==> config.mk <==
export PLATFORM = sky130hd
export DESIGN_NAME = serial_uart_port
export DESIGN_NICKNAME = d
export VERILOG_FILES = /design/src/serial_uart_pkg.sv /design/src/serial_uart_port.sv /design/src/period_tick.sv
export SDC_FILE = /design/constraint.sdc
export NUM_CORES = 1
export LEC_CHECK = 0
export BUFFER_PORTS_ARGS = -buffer_cell sky130_fd_sc_hd__buf_4
export CAP_MARGIN = 20
export CORE_MARGIN = 2
export CORE_UTILIZATION = 45
export CTS_CLUSTER_DIAMETER = 200
export DETAILED_ROUTE_END_ITERATION = 8
export HOLD_SLACK_MARGIN = 0.03
export PLACE_DENSITY = 0.61
export SYNTH_ARGS = -nofsm -noshare
export SYNTH_HDL_FRONTEND = slang
export SYNTH_HIERARCHICAL = 1
export SYNTH_SLANG_ARGS = --single-unit
==> constraint.sdc <==
create_clock -name clk_i -period 6.2 [get_ports clk_i]
set_clock_uncertainty 0.2 [all_clocks]
set_input_delay 0.31 -clock clk_i [delete_from_list [all_inputs] [get_ports clk_i]]
set_output_delay 0.31 -clock clk_i [all_outputs]
set_load 0.03 [all_outputs]
==> src/serial_uart_pkg.sv <==
// constants shared by the serial port and its bench
// assumes a single 125 MHz clock and a synchronous active-low reset
package serial_uart_pkg;

  // ----------------------------------------------------------------
  // clock and color clock timing
  // ----------------------------------------------------------------
  localparam int unsigned CLK_PERIOD_PS = 8000;
  localparam int unsigned CCK_PERIOD_PS = 279400;
  // nearest whole count of system clocks per color clock
  localparam int unsigned CCK_CYCLES    =
    (CCK_PERIOD_PS + CLK_PERIOD_PS / 2) / CLK_PERIOD_PS;
  localparam int unsigned CCK_CNT_W     = 6;

  // ----------------------------------------------------------------
  // serial_period_config fields
  // ----------------------------------------------------------------
  localparam int unsigned PER_DIV_W     = 15;
  localparam int unsigned PER_DIV_LSB   = 0;
  localparam int unsigned PER_LEN_BIT   = 15;
  localparam logic [15:0] PER_RESET     = 16'h0000;

  // ----------------------------------------------------------------
  // receive_status_word fields
  // ----------------------------------------------------------------
  localparam int unsigned STS_OVERRUN   = 15;
  localparam int unsigned STS_RX_FULL   = 14;
  localparam int unsigned STS_TX_EMPTY  = 13;
  localparam int unsigned STS_TSR_EMPTY = 12;
  localparam int unsigned STS_RX_PIN    = 11;
  localparam int unsigned STS_UNUSED    = 10;
  localparam int unsigned STS_DATA_W    = 10;

  // ----------------------------------------------------------------
  // shifters
  // ----------------------------------------------------------------
  localparam int unsigned RX_SHIFT_W    = 10;
  localparam int unsigned RX_CNT_W      = 4;
  localparam logic [3:0]  RX_BITS_8     = 4'h9;
  localparam logic [3:0]  RX_BITS_9     = 4'hA;
  localparam int unsigned TX_WORD_W     = 16;
  localparam int unsigned TX_SHIFT_W    = 17;
  localparam logic [16:0] TX_SHIFT_IDLE = 17'h00001;

  // ----------------------------------------------------------------
  // receiver states
  // ----------------------------------------------------------------
  typedef enum logic [1:0] {
    RX_IDLE,
    RX_START,
    RX_DATA
  } rx_state_t;

endpackage : serial_uart_pkg

==> src/serial_uart_port.sv <==
// serial receiver/transmitter with programmable bit period
// assumes register strobes on clk_i; interrupt controller lives outside
//
// Function
// - low fifteen period bits N give N+1 color clocks per bit
// - period top bit selects nine received data bits, else eight; transmit length is set by the word
// - period register cannot be read back
// - receive status word is sixteen readable bits of data and flags
// - bits shift in, then copy to holding register and flag data ready
// - shifter takes the next character right after the copy
// - bit 15 flags a character completing while full flag still set
// - bit 14 mirrors receive full request; software must clear it
// - bit 13 shows holding word empty; event only on becoming empty
// - bit 12 set when shifter idle and nothing left to send
// - bit 11 shows the receive pin level
// - bit 10 is unused
// - nine-bit mode puts the stop bit in bit 9
// - bit 8 is stop or ninth bit; bits 7-0 true data
// - transmit word write starts a frame with automatic start bit
// - shifter stops when only a one remains in the output position
// - an all-zero transmit word starts nothing
`timescale 1ns/10ps
module serial_uart_port (
  // clock and reset
  input  wire logic        clk_i,
  input  wire logic        rst_n_i,
  // register writes
  input  wire logic        period_wr_i,
  input  wire logic        transmit_wr_i,
  input  wire logic [15:0] wdata_i,
  // request bit clears from the interrupt request register
  input  wire logic        rx_full_clr_i,
  input  wire logic        overrun_clr_i,
  // register read
  output logic [15:0]      receive_status_word_o,
  // request bit set pulses
  output logic             rx_full_set_o,
  output logic             overrun_set_o,
  output logic             tx_empty_set_o,
  // serial pins
  input  wire logic        rxd_i,
  output logic             txd_o
);

  // ----------------------------------------------------------------
  // declarations
  // ----------------------------------------------------------------
  logic [15:0]                                   serial_period_config;
  logic [serial_uart_pkg::CCK_CNT_W-1:0]         cck_cnt;
  logic                                          cck_en;
  logic                                          rx_s1;
  logic                                          rx_s2;
  logic                                          rx_s3;
  logic                                          rx_level;
  serial_uart_pkg::rx_state_t                    rx_state;
  logic [serial_uart_pkg::RX_SHIFT_W-1:0]        rx_shift;
  logic [serial_uart_pkg::RX_CNT_W-1:0]          rx_cnt;
  logic [serial_uart_pkg::STS_DATA_W-1:0]        rx_hold;
  logic                                          receive_full_flag;
  logic                                          receive_overrun_flag;
  logic [serial_uart_pkg::TX_WORD_W-1:0]         tx_hold;
  logic                                          tx_hold_full;
  logic [serial_uart_pkg::TX_SHIFT_W-1:0]        tx_shift;
  logic                                          tx_tail;
  logic                                          rx_tick;
  logic                                          tx_tick;

  // ----------------------------------------------------------------
  // decoding
  // ----------------------------------------------------------------
  wire logic [14:0] divider       = serial_period_config[14:0];
  wire logic        nine_bits     = serial_period_config[serial_uart_pkg::PER_LEN_BIT];
  wire logic        rx_fall       = (rx_s2 == rx_s3) && rx_level && !rx_s3;
  wire logic        rx_restart    = (rx_state == serial_uart_pkg::RX_IDLE) && rx_fall;
  wire logic [3:0]  rx_bits       = nine_bits ? serial_uart_pkg::RX_BITS_9
                                              : serial_uart_pkg::RX_BITS_8;
  wire logic        rx_sample     = rx_s3;
  wire logic [9:0]  rx_next_shift = {rx_sample, rx_shift[9:1]};
  wire logic        rx_done       = (rx_state == serial_uart_pkg::RX_DATA) && rx_tick
                                    && (rx_cnt == rx_bits - 4'h1);
  // eight-bit frames land one place high; realign so stop sits in bit 8
  wire logic [9:0]  rx_aligned    = nine_bits ? rx_next_shift
                                              : {1'b0, rx_next_shift[9:1]};
  wire logic        tx_idle       = (tx_shift == serial_uart_pkg::TX_SHIFT_IDLE);
  // last stop bit stands a full period before the next frame starts
  wire logic        tx_load       = tx_idle && tx_hold_full && !tx_tail;
  wire logic        tsr_empty     = tx_idle && !tx_hold_full && !tx_tail;

  // ----------------------------------------------------------------
  // color clock enable
  // ----------------------------------------------------------------
  always_ff @(posedge clk_i) begin
    if (!rst_n_i) begin
      cck_cnt <= '0;
      cck_en  <= 1'b0;
    end else begin
      cck_en  <= (cck_cnt == serial_uart_pkg::CCK_CNT_W'(serial_uart_pkg::CCK_CYCLES - 1));
      cck_cnt <= (cck_cnt == serial_uart_pkg::CCK_CNT_W'(serial_uart_pkg::CCK_CYCLES - 1))
                 ? '0 : cck_cnt + 1'b1;
    end
  end

  // ----------------------------------------------------------------
  // period register, write only
  // ----------------------------------------------------------------
  always_ff @(posedge clk_i) begin
    if (!rst_n_i) begin
      serial_period_config <= serial_uart_pkg::PER_RESET;
    end else if (period_wr_i) begin
      serial_period_config <= wdata_i;
    end
  end

  // ----------------------------------------------------------------
  // receive pin synchroniser
  // ----------------------------------------------------------------
  always_ff @(posedge clk_i) begin
    if (!rst_n_i) begin
      rx_s1    <= 1'b1;
      rx_s2    <= 1'b1;
      rx_s3    <= 1'b1;
      rx_level <= 1'b1;
    end else begin
      rx_s1 <= rxd_i;
      rx_s2 <= rx_s1;
      rx_s3 <= rx_s2;
      if (rx_s2 == rx_s3) begin
        rx_level <= rx_s3;
      end
    end
  end

  // ----------------------------------------------------------------
  // bit period dividers
  // ----------------------------------------------------------------
  period_tick u_rx_tick (
    .clk_i     (clk_i),
    .rst_n_i   (rst_n_i),
    .cck_en_i  (cck_en),
    .restart_i (rx_restart),
    .half_i    (1'b1),
    .divider_i (divider),
    .tick_o    (rx_tick)
  );

  period_tick u_tx_tick (
    .clk_i     (clk_i),
    .rst_n_i   (rst_n_i),
    .cck_en_i  (cck_en),
    .restart_i (tx_load),
    .half_i    (1'b0),
    .divider_i (divider),
    .tick_o    (tx_tick)
  );

  // ----------------------------------------------------------------
  // receive sequencer
  // ----------------------------------------------------------------
  always_ff @(posedge clk_i) begin
    if (!rst_n_i) begin
      rx_state <= serial_uart_pkg::RX_IDLE;
      rx_shift <= '0;
      rx_cnt   <= '0;
    end else begin
      case (rx_state)
        serial_uart_pkg::RX_IDLE: begin
          if (rx_fall) begin
            rx_state <= serial_uart_pkg::RX_START;
          end
        end
        serial_uart_pkg::RX_START: begin
          // mid start bit: a high level here was a glitch
          if (rx_tick) begin
            rx_state <= rx_sample ? serial_uart_pkg::RX_IDLE
                                  : serial_uart_pkg::RX_DATA;
            rx_cnt   <= '0;
          end
        end
        serial_uart_pkg::RX_DATA: begin
          if (rx_tick) begin
            rx_shift <= rx_next_shift;
            rx_cnt   <= rx_cnt + 4'h1;
            if (rx_done) begin
              rx_state <= serial_uart_pkg::RX_IDLE;
            end
          end
        end
        default: begin
          rx_state <= serial_uart_pkg::RX_IDLE;
        end
      endcase
    end
  end

  // ----------------------------------------------------------------
  // receive holding register and flags
  // ----------------------------------------------------------------
  always_ff @(posedge clk_i) begin
    if (!rst_n_i) begin
      rx_hold              <= '0;
      receive_full_flag    <= 1'b0;
      receive_overrun_flag <= 1'b0;
      rx_full_set_o        <= 1'b0;
      overrun_set_o        <= 1'b0;
    end else begin
      rx_full_set_o <= rx_done;
      overrun_set_o <= rx_done && receive_full_flag;
      if (rx_done) begin
        rx_hold <= rx_aligned;
      end
      // set wins over a clear in the same cycle
      if (rx_done) begin
        receive_full_flag <= 1'b1;
      end else if (rx_full_clr_i) begin
        receive_full_flag <= 1'b0;
      end
      if (rx_done && receive_full_flag) begin
        receive_overrun_flag <= 1'b1;
      end else if (overrun_clr_i) begin
        receive_overrun_flag <= 1'b0;
      end
    end
  end

  // ----------------------------------------------------------------
  // transmit holding word and shifter
  // ----------------------------------------------------------------
  always_ff @(posedge clk_i) begin
    if (!rst_n_i) begin
      tx_hold        <= '0;
      tx_hold_full   <= 1'b0;
      tx_shift       <= serial_uart_pkg::TX_SHIFT_IDLE;
      tx_tail        <= 1'b0;
      tx_empty_set_o <= 1'b0;
      txd_o          <= 1'b1;
    end else begin
      tx_empty_set_o <= tx_load;
      if (transmit_wr_i && (wdata_i != 16'h0000)) begin
        tx_hold      <= wdata_i;
        tx_hold_full <= 1'b1;
      end else if (tx_load) begin
        tx_hold_full <= 1'b0;
      end
      if (tx_load) begin
        tx_shift <= {tx_hold, 1'b0};
        tx_tail  <= 1'b0;
      end else if (tx_tick && !tx_idle) begin
        tx_shift <= tx_shift >> 1;
        tx_tail  <= ((tx_shift >> 1) == serial_uart_pkg::TX_SHIFT_IDLE);
      end else if (tx_tick) begin
        tx_tail  <= 1'b0;
      end
      txd_o <= tx_load ? 1'b0 : tx_shift[0];
    end
  end

  // ----------------------------------------------------------------
  // receive status word
  // ----------------------------------------------------------------
  always_ff @(posedge clk_i) begin
    if (!rst_n_i) begin
      receive_status_word_o <= 16'h3800;
    end else begin
      receive_status_word_o <= {receive_overrun_flag,
                                receive_full_flag,
                                !tx_hold_full,
                                tsr_empty,
                                rx_s3,
                                1'b0,
                                rx_hold};
    end
  end

endmodule : serial_uart_port

==> src/period_tick.sv <==
// bit-period divider: one tick every n+1 color clock enables
// assumes cck_en_i is a one-cycle pulse on the same clock
`timescale 1ns/10ps
module period_tick (
  // clock and reset
  input  wire logic        clk_i,
  input  wire logic        rst_n_i,
  // control
  input  wire logic        cck_en_i,
  input  wire logic        restart_i,
  input  wire logic        half_i,
  input  wire logic [14:0] divider_i,
  // output
  output logic             tick_o
);

  logic [14:0] count;

  // ----------------------------------------------------------------
  // countdown
  // ----------------------------------------------------------------
  always_ff @(posedge clk_i) begin
    if (!rst_n_i) begin
      count  <= 15'h0000;
      tick_o <= 1'b0;
    end else if (restart_i) begin
      count  <= half_i ? (divider_i >> 1) : divider_i;
      tick_o <= 1'b0;
    end else if (cck_en_i) begin
      tick_o <= (count == 15'h0000);
      count  <= (count == 15'h0000) ? divider_i : count - 15'h0001;
    end else begin
      tick_o <= 1'b0;
    end
  end

endmodule : period_tick

==> flow_metrics.tcl, run 1 <==
set metrics [dict create \
    startpoint_type "flop" \
    synth_largest_area_cell "dfxtp_1" \
    globalplace.congestion 0.953 \
    ir_drop_mv 0.190 \
    viasPerCell 5.93 \
    syn2layout_area_growth_pct 15.3 \
    netlist_area_um2 6980 \
    wl_um 17800 \
    track_usage 0.220 \
    yosysWarnings 6 \
    cts_tree "built" \
    fp.dieArea_um2 16500 \
    antenna_cells 0 \
    maxCapViolations 0 \
    worstPathArrival_ns 3.00 \
    initial_core_util 0.459 \
    synth_edf_count 0 \
    synth_ff_type "dfxtp_1" \
    grt_overflow 0 \
    cp_num_buf_inv 2 \
    syn-instance-count 810 \
    clk_path_buf_depth 2 \
    ioPinCount 43 \
    min_period_ns 2.89 \
    max_freq_ghz 0.346 \
    critPathTopFamily "simple AND/OR/NAND/NOR gates" \
    port_buffers 41 \
    place_hpwl_um 11600 \
    fin_ws_ns 3.31 \
    post-route-drc-count 0 \
    tightest_slew_ns 0.892 \
    synth.distinct_cells 72 \
    crit_path_max_fanout 48 \
    cts_sinks 140 \
    cts_buffers 17 \
    synthTopCellsByArea "dfxtp_1 (40%), mux2i_1 (9.9%), nor2_1 (5.1%)" \
    p_leak_uw 0.00308 \
    cp_num_cells 8 \
    dieHeight_um 129 \
    final.setup.tns_ns 0 \
    dr.pass1.iters 6 \
    hold_depth 2 \
    post-place-ws_ns 3.07 \
    grt_pass1_wl_um 29000 \
    first_iter_violations 530 \
    worst_r2r_path_depth 8 \
    drive_gt1_frac 0.146 \
    antenna_found_initial 0 \
    status "complete, no violations" \
    avgSynthCellArea_um2 8.62 \
    crit_type "reg -> reg" \
    die_width_um 129 \
    grt_pass1_vias 5720 \
    path_cells "nor4_2 > nand4_2 > or2_4 > inv_6 > inv_1 > nand2_1 > nor4_1 > nor4_1" \
    hold_viol_final 0 \
    async_reset_ff_frac 0 \
    fill_cells 1404 \
    drv_slew 0 \
    synth_top_area_frac 0.401 \
    post_cts_resized 0 \
    slowest_delay_ns 0.39 \
    cp_common_cell "nor4_1" \
    p_per_area_nw_per_um2 382 \
    grt_setup_unrepaired "no" \
    required_ns 6.31 \
    fp-row-count 45 \
    clockRootBuffer "clkbuf_16" \
    clock_latency_ns 0.42 \
    vias 6162 \
    min_period_over_period 0.467 \
    relSlewSlack 0.404 \
    finalSetupViolations 0 \
    worstSetupEndpointType "flop" \
    path_clk_slew_ns 0.06 \
    ant_nets 0 \
    core-area_um2 15200 \
    synth.ff_latch_count 140 \
    crit_slowest_cell "or2_4" \
    h-tree-depth 4 \
    nNetsFinal 868 \
    grt_max_degree 63 \
    power.total_uw 3070 \
    routed_wire_length_per_instance_um 17.2 \
    ys_seq_area_frac 0.401 \
    holdCritPathClass "in -> reg" \
]
-- state kept, by name, indices dropped and copies added, names as in the netlist, 2 cells and up --
name	cells
receive_status_word_o	15
rx_state	2
rx_hold	10
u_tx_tick/count	15
rx_cnt	4
rx_shift	9
cck_cnt	6
tx_shift	17
serial_period_config	16
u_rx_tick/count	15
tx_hold	16
-- timing repair --
item / CTS / global route
endpoints found under the hold margin: 35 / 0
hold buffers: 19 / 0
endpoints found under the setup margin: 0 / 0
setup buffers: 0 / 0
-- synthesized netlist by cell type, types with 15 or more instances --
cell	instances
and2_1	15
nand3_1	19
nor4_1	16
inv_1	16
nor3_1	22
clkbuf_1	32
nor2_1	95
a21oi_1	54
dfxtp_1	140
nand2_1	54
o21ai_0	29
mux2i_1	69
buf_2	15
-- report_power, final --
group	total (uW)	leakage, uW	internal (uW)	switching [uW]
Clock	963	0.000270	563	400
Sequential	1100	0.00114	995	109
Combinational	1010	0.00167	379	627
-- cell type report --
class,count,area [um2],area share
clock buffer,19,443,0.0550
clock inverter,13,116,0.0145
inverter,20,80.1,0.00995
multi-input combinational,593,3820,0.474
sequential,140,2800,0.348
tap,188,235,0.0292
timing repair buffer,66,553,0.0687
-- cell usage in the layout (no fill, tap or decap), drive strengths merged, types with 21 or more instances in the layout --
master	netlist	layout
o21ai	39	39
mux2i	69	69
nor2	97	97
nand2	61	61
nor3	22	22
buf	26	47
a21oi	61	61
dfxtp	140	140
inv	18	21
-- per-stage QoR --
stage                     instance area [um2]  utilization  cells  hold WS [ns]
after CTS                                8020        0.528   1037         0.115
final                                    8050        0.529   1039         0.116
after detailed placement                 7270        0.478    986         0.206
after global placement                   7270        0.478    986         0.207
after global routing                     8050        0.529   1039         0.138
after floorplan                          6990            -    811         0.180
-- layer usage --
layer	vias up	global-route usage	wire, um
li1	2998	-	-
met1	2928	0.289	8310
met2	206	0.347	8110
met3	30	0.0570	959
met4	0	0.0876	448
met5	-	0	0
-- worst register-to-register path: cells and delay by family (launching register included) --
kind                   cells  cell delay [ns]
flip-flops                 1             0.33
AND/OR/NAND/NOR            6             1.60
buffers and inverters      2             0.65
-- cells by family after synthesis --
logic type | after synthesis | share of synthesized area
adders and majority gates | 7 | 0.0125
muxes | 77 | 0.112
xor gates and xnor gates | 8 | 0.0100
buffers and inverters | 78 | 0.0536
AOI/OAI and AO/OA | 194 | 0.186
and+or+nand+nor | 304 | 0.224
DFF | 140 | 0.401
other | 2 | 0.00108
-- worst paths after layout --
path	from	end	slack [ns]
hold reg to reg	rx_s1	rx_s2	0.22
setup reg to reg	tx_shift[9]	u_tx_tick/count[6]	3.31
hold / removal	rst_n_i	txd_o	0.12
setup / recovery	tx_shift[9]	u_tx_tick/count[6]	3.31
No activity file was read; power rests on OpenSTA's default activity.
==> run 2, diff against run 1 <==
--- a/config.mk
+++ b/config.mk
@@ -5,6 +5,7 @@
 export SDC_FILE = /design/constraint.sdc
 export NUM_CORES = 1
 export LEC_CHECK = 0
+export ABC_AREA = 1
 export BUFFER_PORTS_ARGS = -buffer_cell sky130_fd_sc_hd__buf_4
 export CAP_MARGIN = 20
 export CORE_MARGIN = 2
==> constraint.sdc (replaced) <==
create_clock -name clk_i -period 2.9 [get_ports clk_i]
set_clock_uncertainty 0.2 [all_clocks]
set_input_delay 0.145 -clock clk_i [delete_from_list [all_inputs] [get_ports clk_i]]
set_output_delay 0.145 -clock clk_i [all_outputs]
set_load 0.03 [all_outputs]
==> run 2 against run 1 <==
Register-to-register slack worse by 2.8 ns. Fmax up 19%. Cell count increased by 38%. Critical path type unchanged. Critical endpoint is now receive_overrun_flag. Largest cell class unchanged. Highest routed layer unchanged.
==> flow_metrics.tcl, run 2 <==
set metrics [dict create \
    status "complete, no violations" \
    synth.distinct_cells 43 \
    globalplace.congestion 0.882 \
    post-route-drc-count 0 \
    maxCapViolations 0 \
    nNetsFinal 1231 \
    dr.pass1.iters 5 \
    final_area_um2 8870 \
    core-area_um2 16500 \
    grt_pass1_vias 6490 \
    synth_largest_area_cell "dfxtp_1" \
    synth.ff_latch_count 140 \
    yosysWarnings 6 \
    p_leak_uw 0.00444 \
    die_width_um 134 \
    grt_overflow 0 \
    synth_top_area_frac 0.369 \
    syn2layout_area_growth_pct 16.7 \
    crit_type "reg -> reg" \
    grt_setup_unrepaired "no" \
    initial_core_util 0.460 \
    place_area_um2 8040 \
    synthTopCellsByArea "dfxtp_1 (37%), nand2_1 (15%), inv_1 (8.2%)" \
    synth_edf_count 0 \
    grt_max_degree 69 \
    async_reset_ff_frac 0 \
    pwr-share-comb 0.438 \
    final_cell_count_no_fill 1433 \
    r2r_slack_ns 0.46 \
    synth_most_common_cell "nand2_1" \
    p_switching_uw 3220 \
    cts_setup_buffers 0 \
    top_register "tx_shift" \
    drive_gt1_frac 0.133 \
    p_int_uw 4270 \
    final.setup.tns_ns 0 \
    avgSynthCellArea_um2 6.68 \
    fp.dieArea_um2 18000 \
    relSlewSlack 0.369 \
    post_cts_resized 0 \
    r2r_start "rx_state[1]" \
    post-place-ws_ns 0.497 \
    worst_r2r_path_depth 7 \
    antenna_cells 0 \
    h-tree-depth 4 \
    max_freq_ghz 0.410 \
    hold_depth 1 \
    dp.cells 1371 \
    ant_nets 0 \
    fp-row-count 47 \
    clock_latency_ns 0.41 \
    path_clk_slew_ns 0.06 \
    port_buffers 41 \
    largest_reg_flops 17 \
    power.total_uw 7500 \
    required_ns 3.05 \
    synth_ff_type "dfxtp_1" \
    dieHeight_um 134 \
    worstSetupEndpointType "flop" \
    ir_drop_mv 0.609 \
    wl_um 18900 \
    hold_viol_final 0 \
    antenna_found_initial 0 \
    grt_pass1_wl_um 31300 \
    cts_hold_buffers 31 \
    cts_sinks 140 \
    clockRootBuffer "clkbuf_16" \
    cts_buffers 17 \
    tightest_slew_ns 0.945 \
    cts_tree "built" \
    holdCritPathClass "reg -> reg" \
    top_layer_used "met4" \
    syn-instance-count 1138 \
    worstPathArrival_ns 2.59 \
    track_usage 0.216 \
    crit_path_max_fanout 13 \
    r2r-end "receive_overrun_flag" \
    p_sw_frac 0.430 \
    yosys-top-cells-count "nand2_1 (305), inv_1 (167), dfxtp_1 (140)" \
    startpoint_type "flop" \
    route.met2.wl_um 9000 \
    vias 7099 \
    finalSetupViolations 0 \
    final_cell_mix "nand2_1 (305), inv_1 (167), dfxtp_1 (140)" \
    netlist_area_um2 7600 \
    dr_wl_met3_um 786 \
    viasPerCell 4.95 \
    place_hpwl_um 13200 \
    p_per_area_nw_per_um2 845 \
    fin_ws_ns 0.460 \
    hold_path.startpoint "tx_hold_full" \
    p_clk_frac 0.260 \
    clk_path_buf_depth 2 \
    final_common_cell "nand2_1" \
    largestRegisters "tx_shift (17), serial_period_config (16), tx_hold (16)" \
    routed_wire_length_per_instance_um 13.2 \
    sequentialPowerShare 0.303 \
    min_period_over_period 0.841 \
    hold_end "receive_status_word_o[13]" \
    wl_met1_um 8930 \
    drv_slew 0 \
    ys_seq_area_frac 0.369 \
    ioPinCount 43 \
    min_period_ns 2.44 \
    first_iter_violations 475 \
]
run 2: changes by cell type in the layout (fill, tap and decap cells not counted), sizes merged, moves of 29 or more:
cell,previous run,this run
a21oi,61,93
mux2i,69,0
nor2,97,126
nand3,19,82
o21ai,39,98
inv,21,172
nand2,61,313
run 2: through the flow:
stage / utilization / hold slack, ns
2_1_floorplan: - / 0.0516
3_3_place_gp: 0.486 / 0.142
3_5_place_dp: 0.486 / 0.144
4_1_cts: 0.537 / 0.216
5_1_grt: 0.537 / 0.239
6_report: 0.537 / 0.209
run 2: logic make-up (layout without fill, tap and decap cells):
group                      Yosys count  in the layout  share of synthesized area
xor gates and xnor gates             5              5                    0.00576
adders and majority gates            7              7                     0.0115
other                                2             11                   0.000988
AOI/OAI and AO/OA                  207            207                      0.150
DFF                                140            140                      0.369
and+or+nand+nor                    561            561                      0.347
buffers and inverters              216            282                      0.116
run 2: area by class of cell:
type / count / area [um2]
Inverter: 171 / 642
Clock inverter: 13 / 95.1
Clock buffer: 18 / 429
Sequential cell: 140 / 2800
Fill cell: 1628 / 7650
Tap cell: 220 / 275
Multi-Input combinational cell: 791 / 3950
Timing Repair Buffer: 80 / 678
run 2: how the worst max path moves through the flow:
stage / cells after the start / end / from
finish: 7 / receive_overrun_flag / rx_state[1]
global route: 7 / receive_overrun_flag / rx_state[1]
CTS: 8 / u_tx_tick/count[14] / tx_shift[2]
detailed placement: 8 / u_tx_tick/count[14] / tx_shift[2]
global placement: 8 / u_tx_tick/count[14] / tx_shift[2]
floorplan: 14 / u_tx_tick/count[8] / tx_shift[8]
run 2: layer usage:
| metal | global-route usage | vias up |
|---|---|---|
| li1 | - | 3723 |
| met2 | 0.359 | 162 |
| met3 | 0.0374 | 11 |
| met5 | 0 | - |
| met4 | 0.0703 | 0 |
| met1 | 0.287 | 3203 |
run 2: power groups by stage:
stage | clock network (uW) | logic [uW] | registers, uW
detailed placement | 0 | 3210 | 2310
CTS | 1990 | 3270 | 2270
floorplan | 0 | 2650 | 2290
global placement | 0 | 3190 | 2310
finish | 1950 | 3280 | 2270
global route | 2080 | 3680 | 2290
run 2: worst max-delay path, cell delays in order, from the launching register on:
cell and delay, ns:
dfxtp_1 0.34, inv_1 0.06, nor2_1 0.12, nand2_1 0.28, nor3_2 0.27, nand2_1 0.31, o22ai_1 0.22, dlygate4sd3_1 0.58
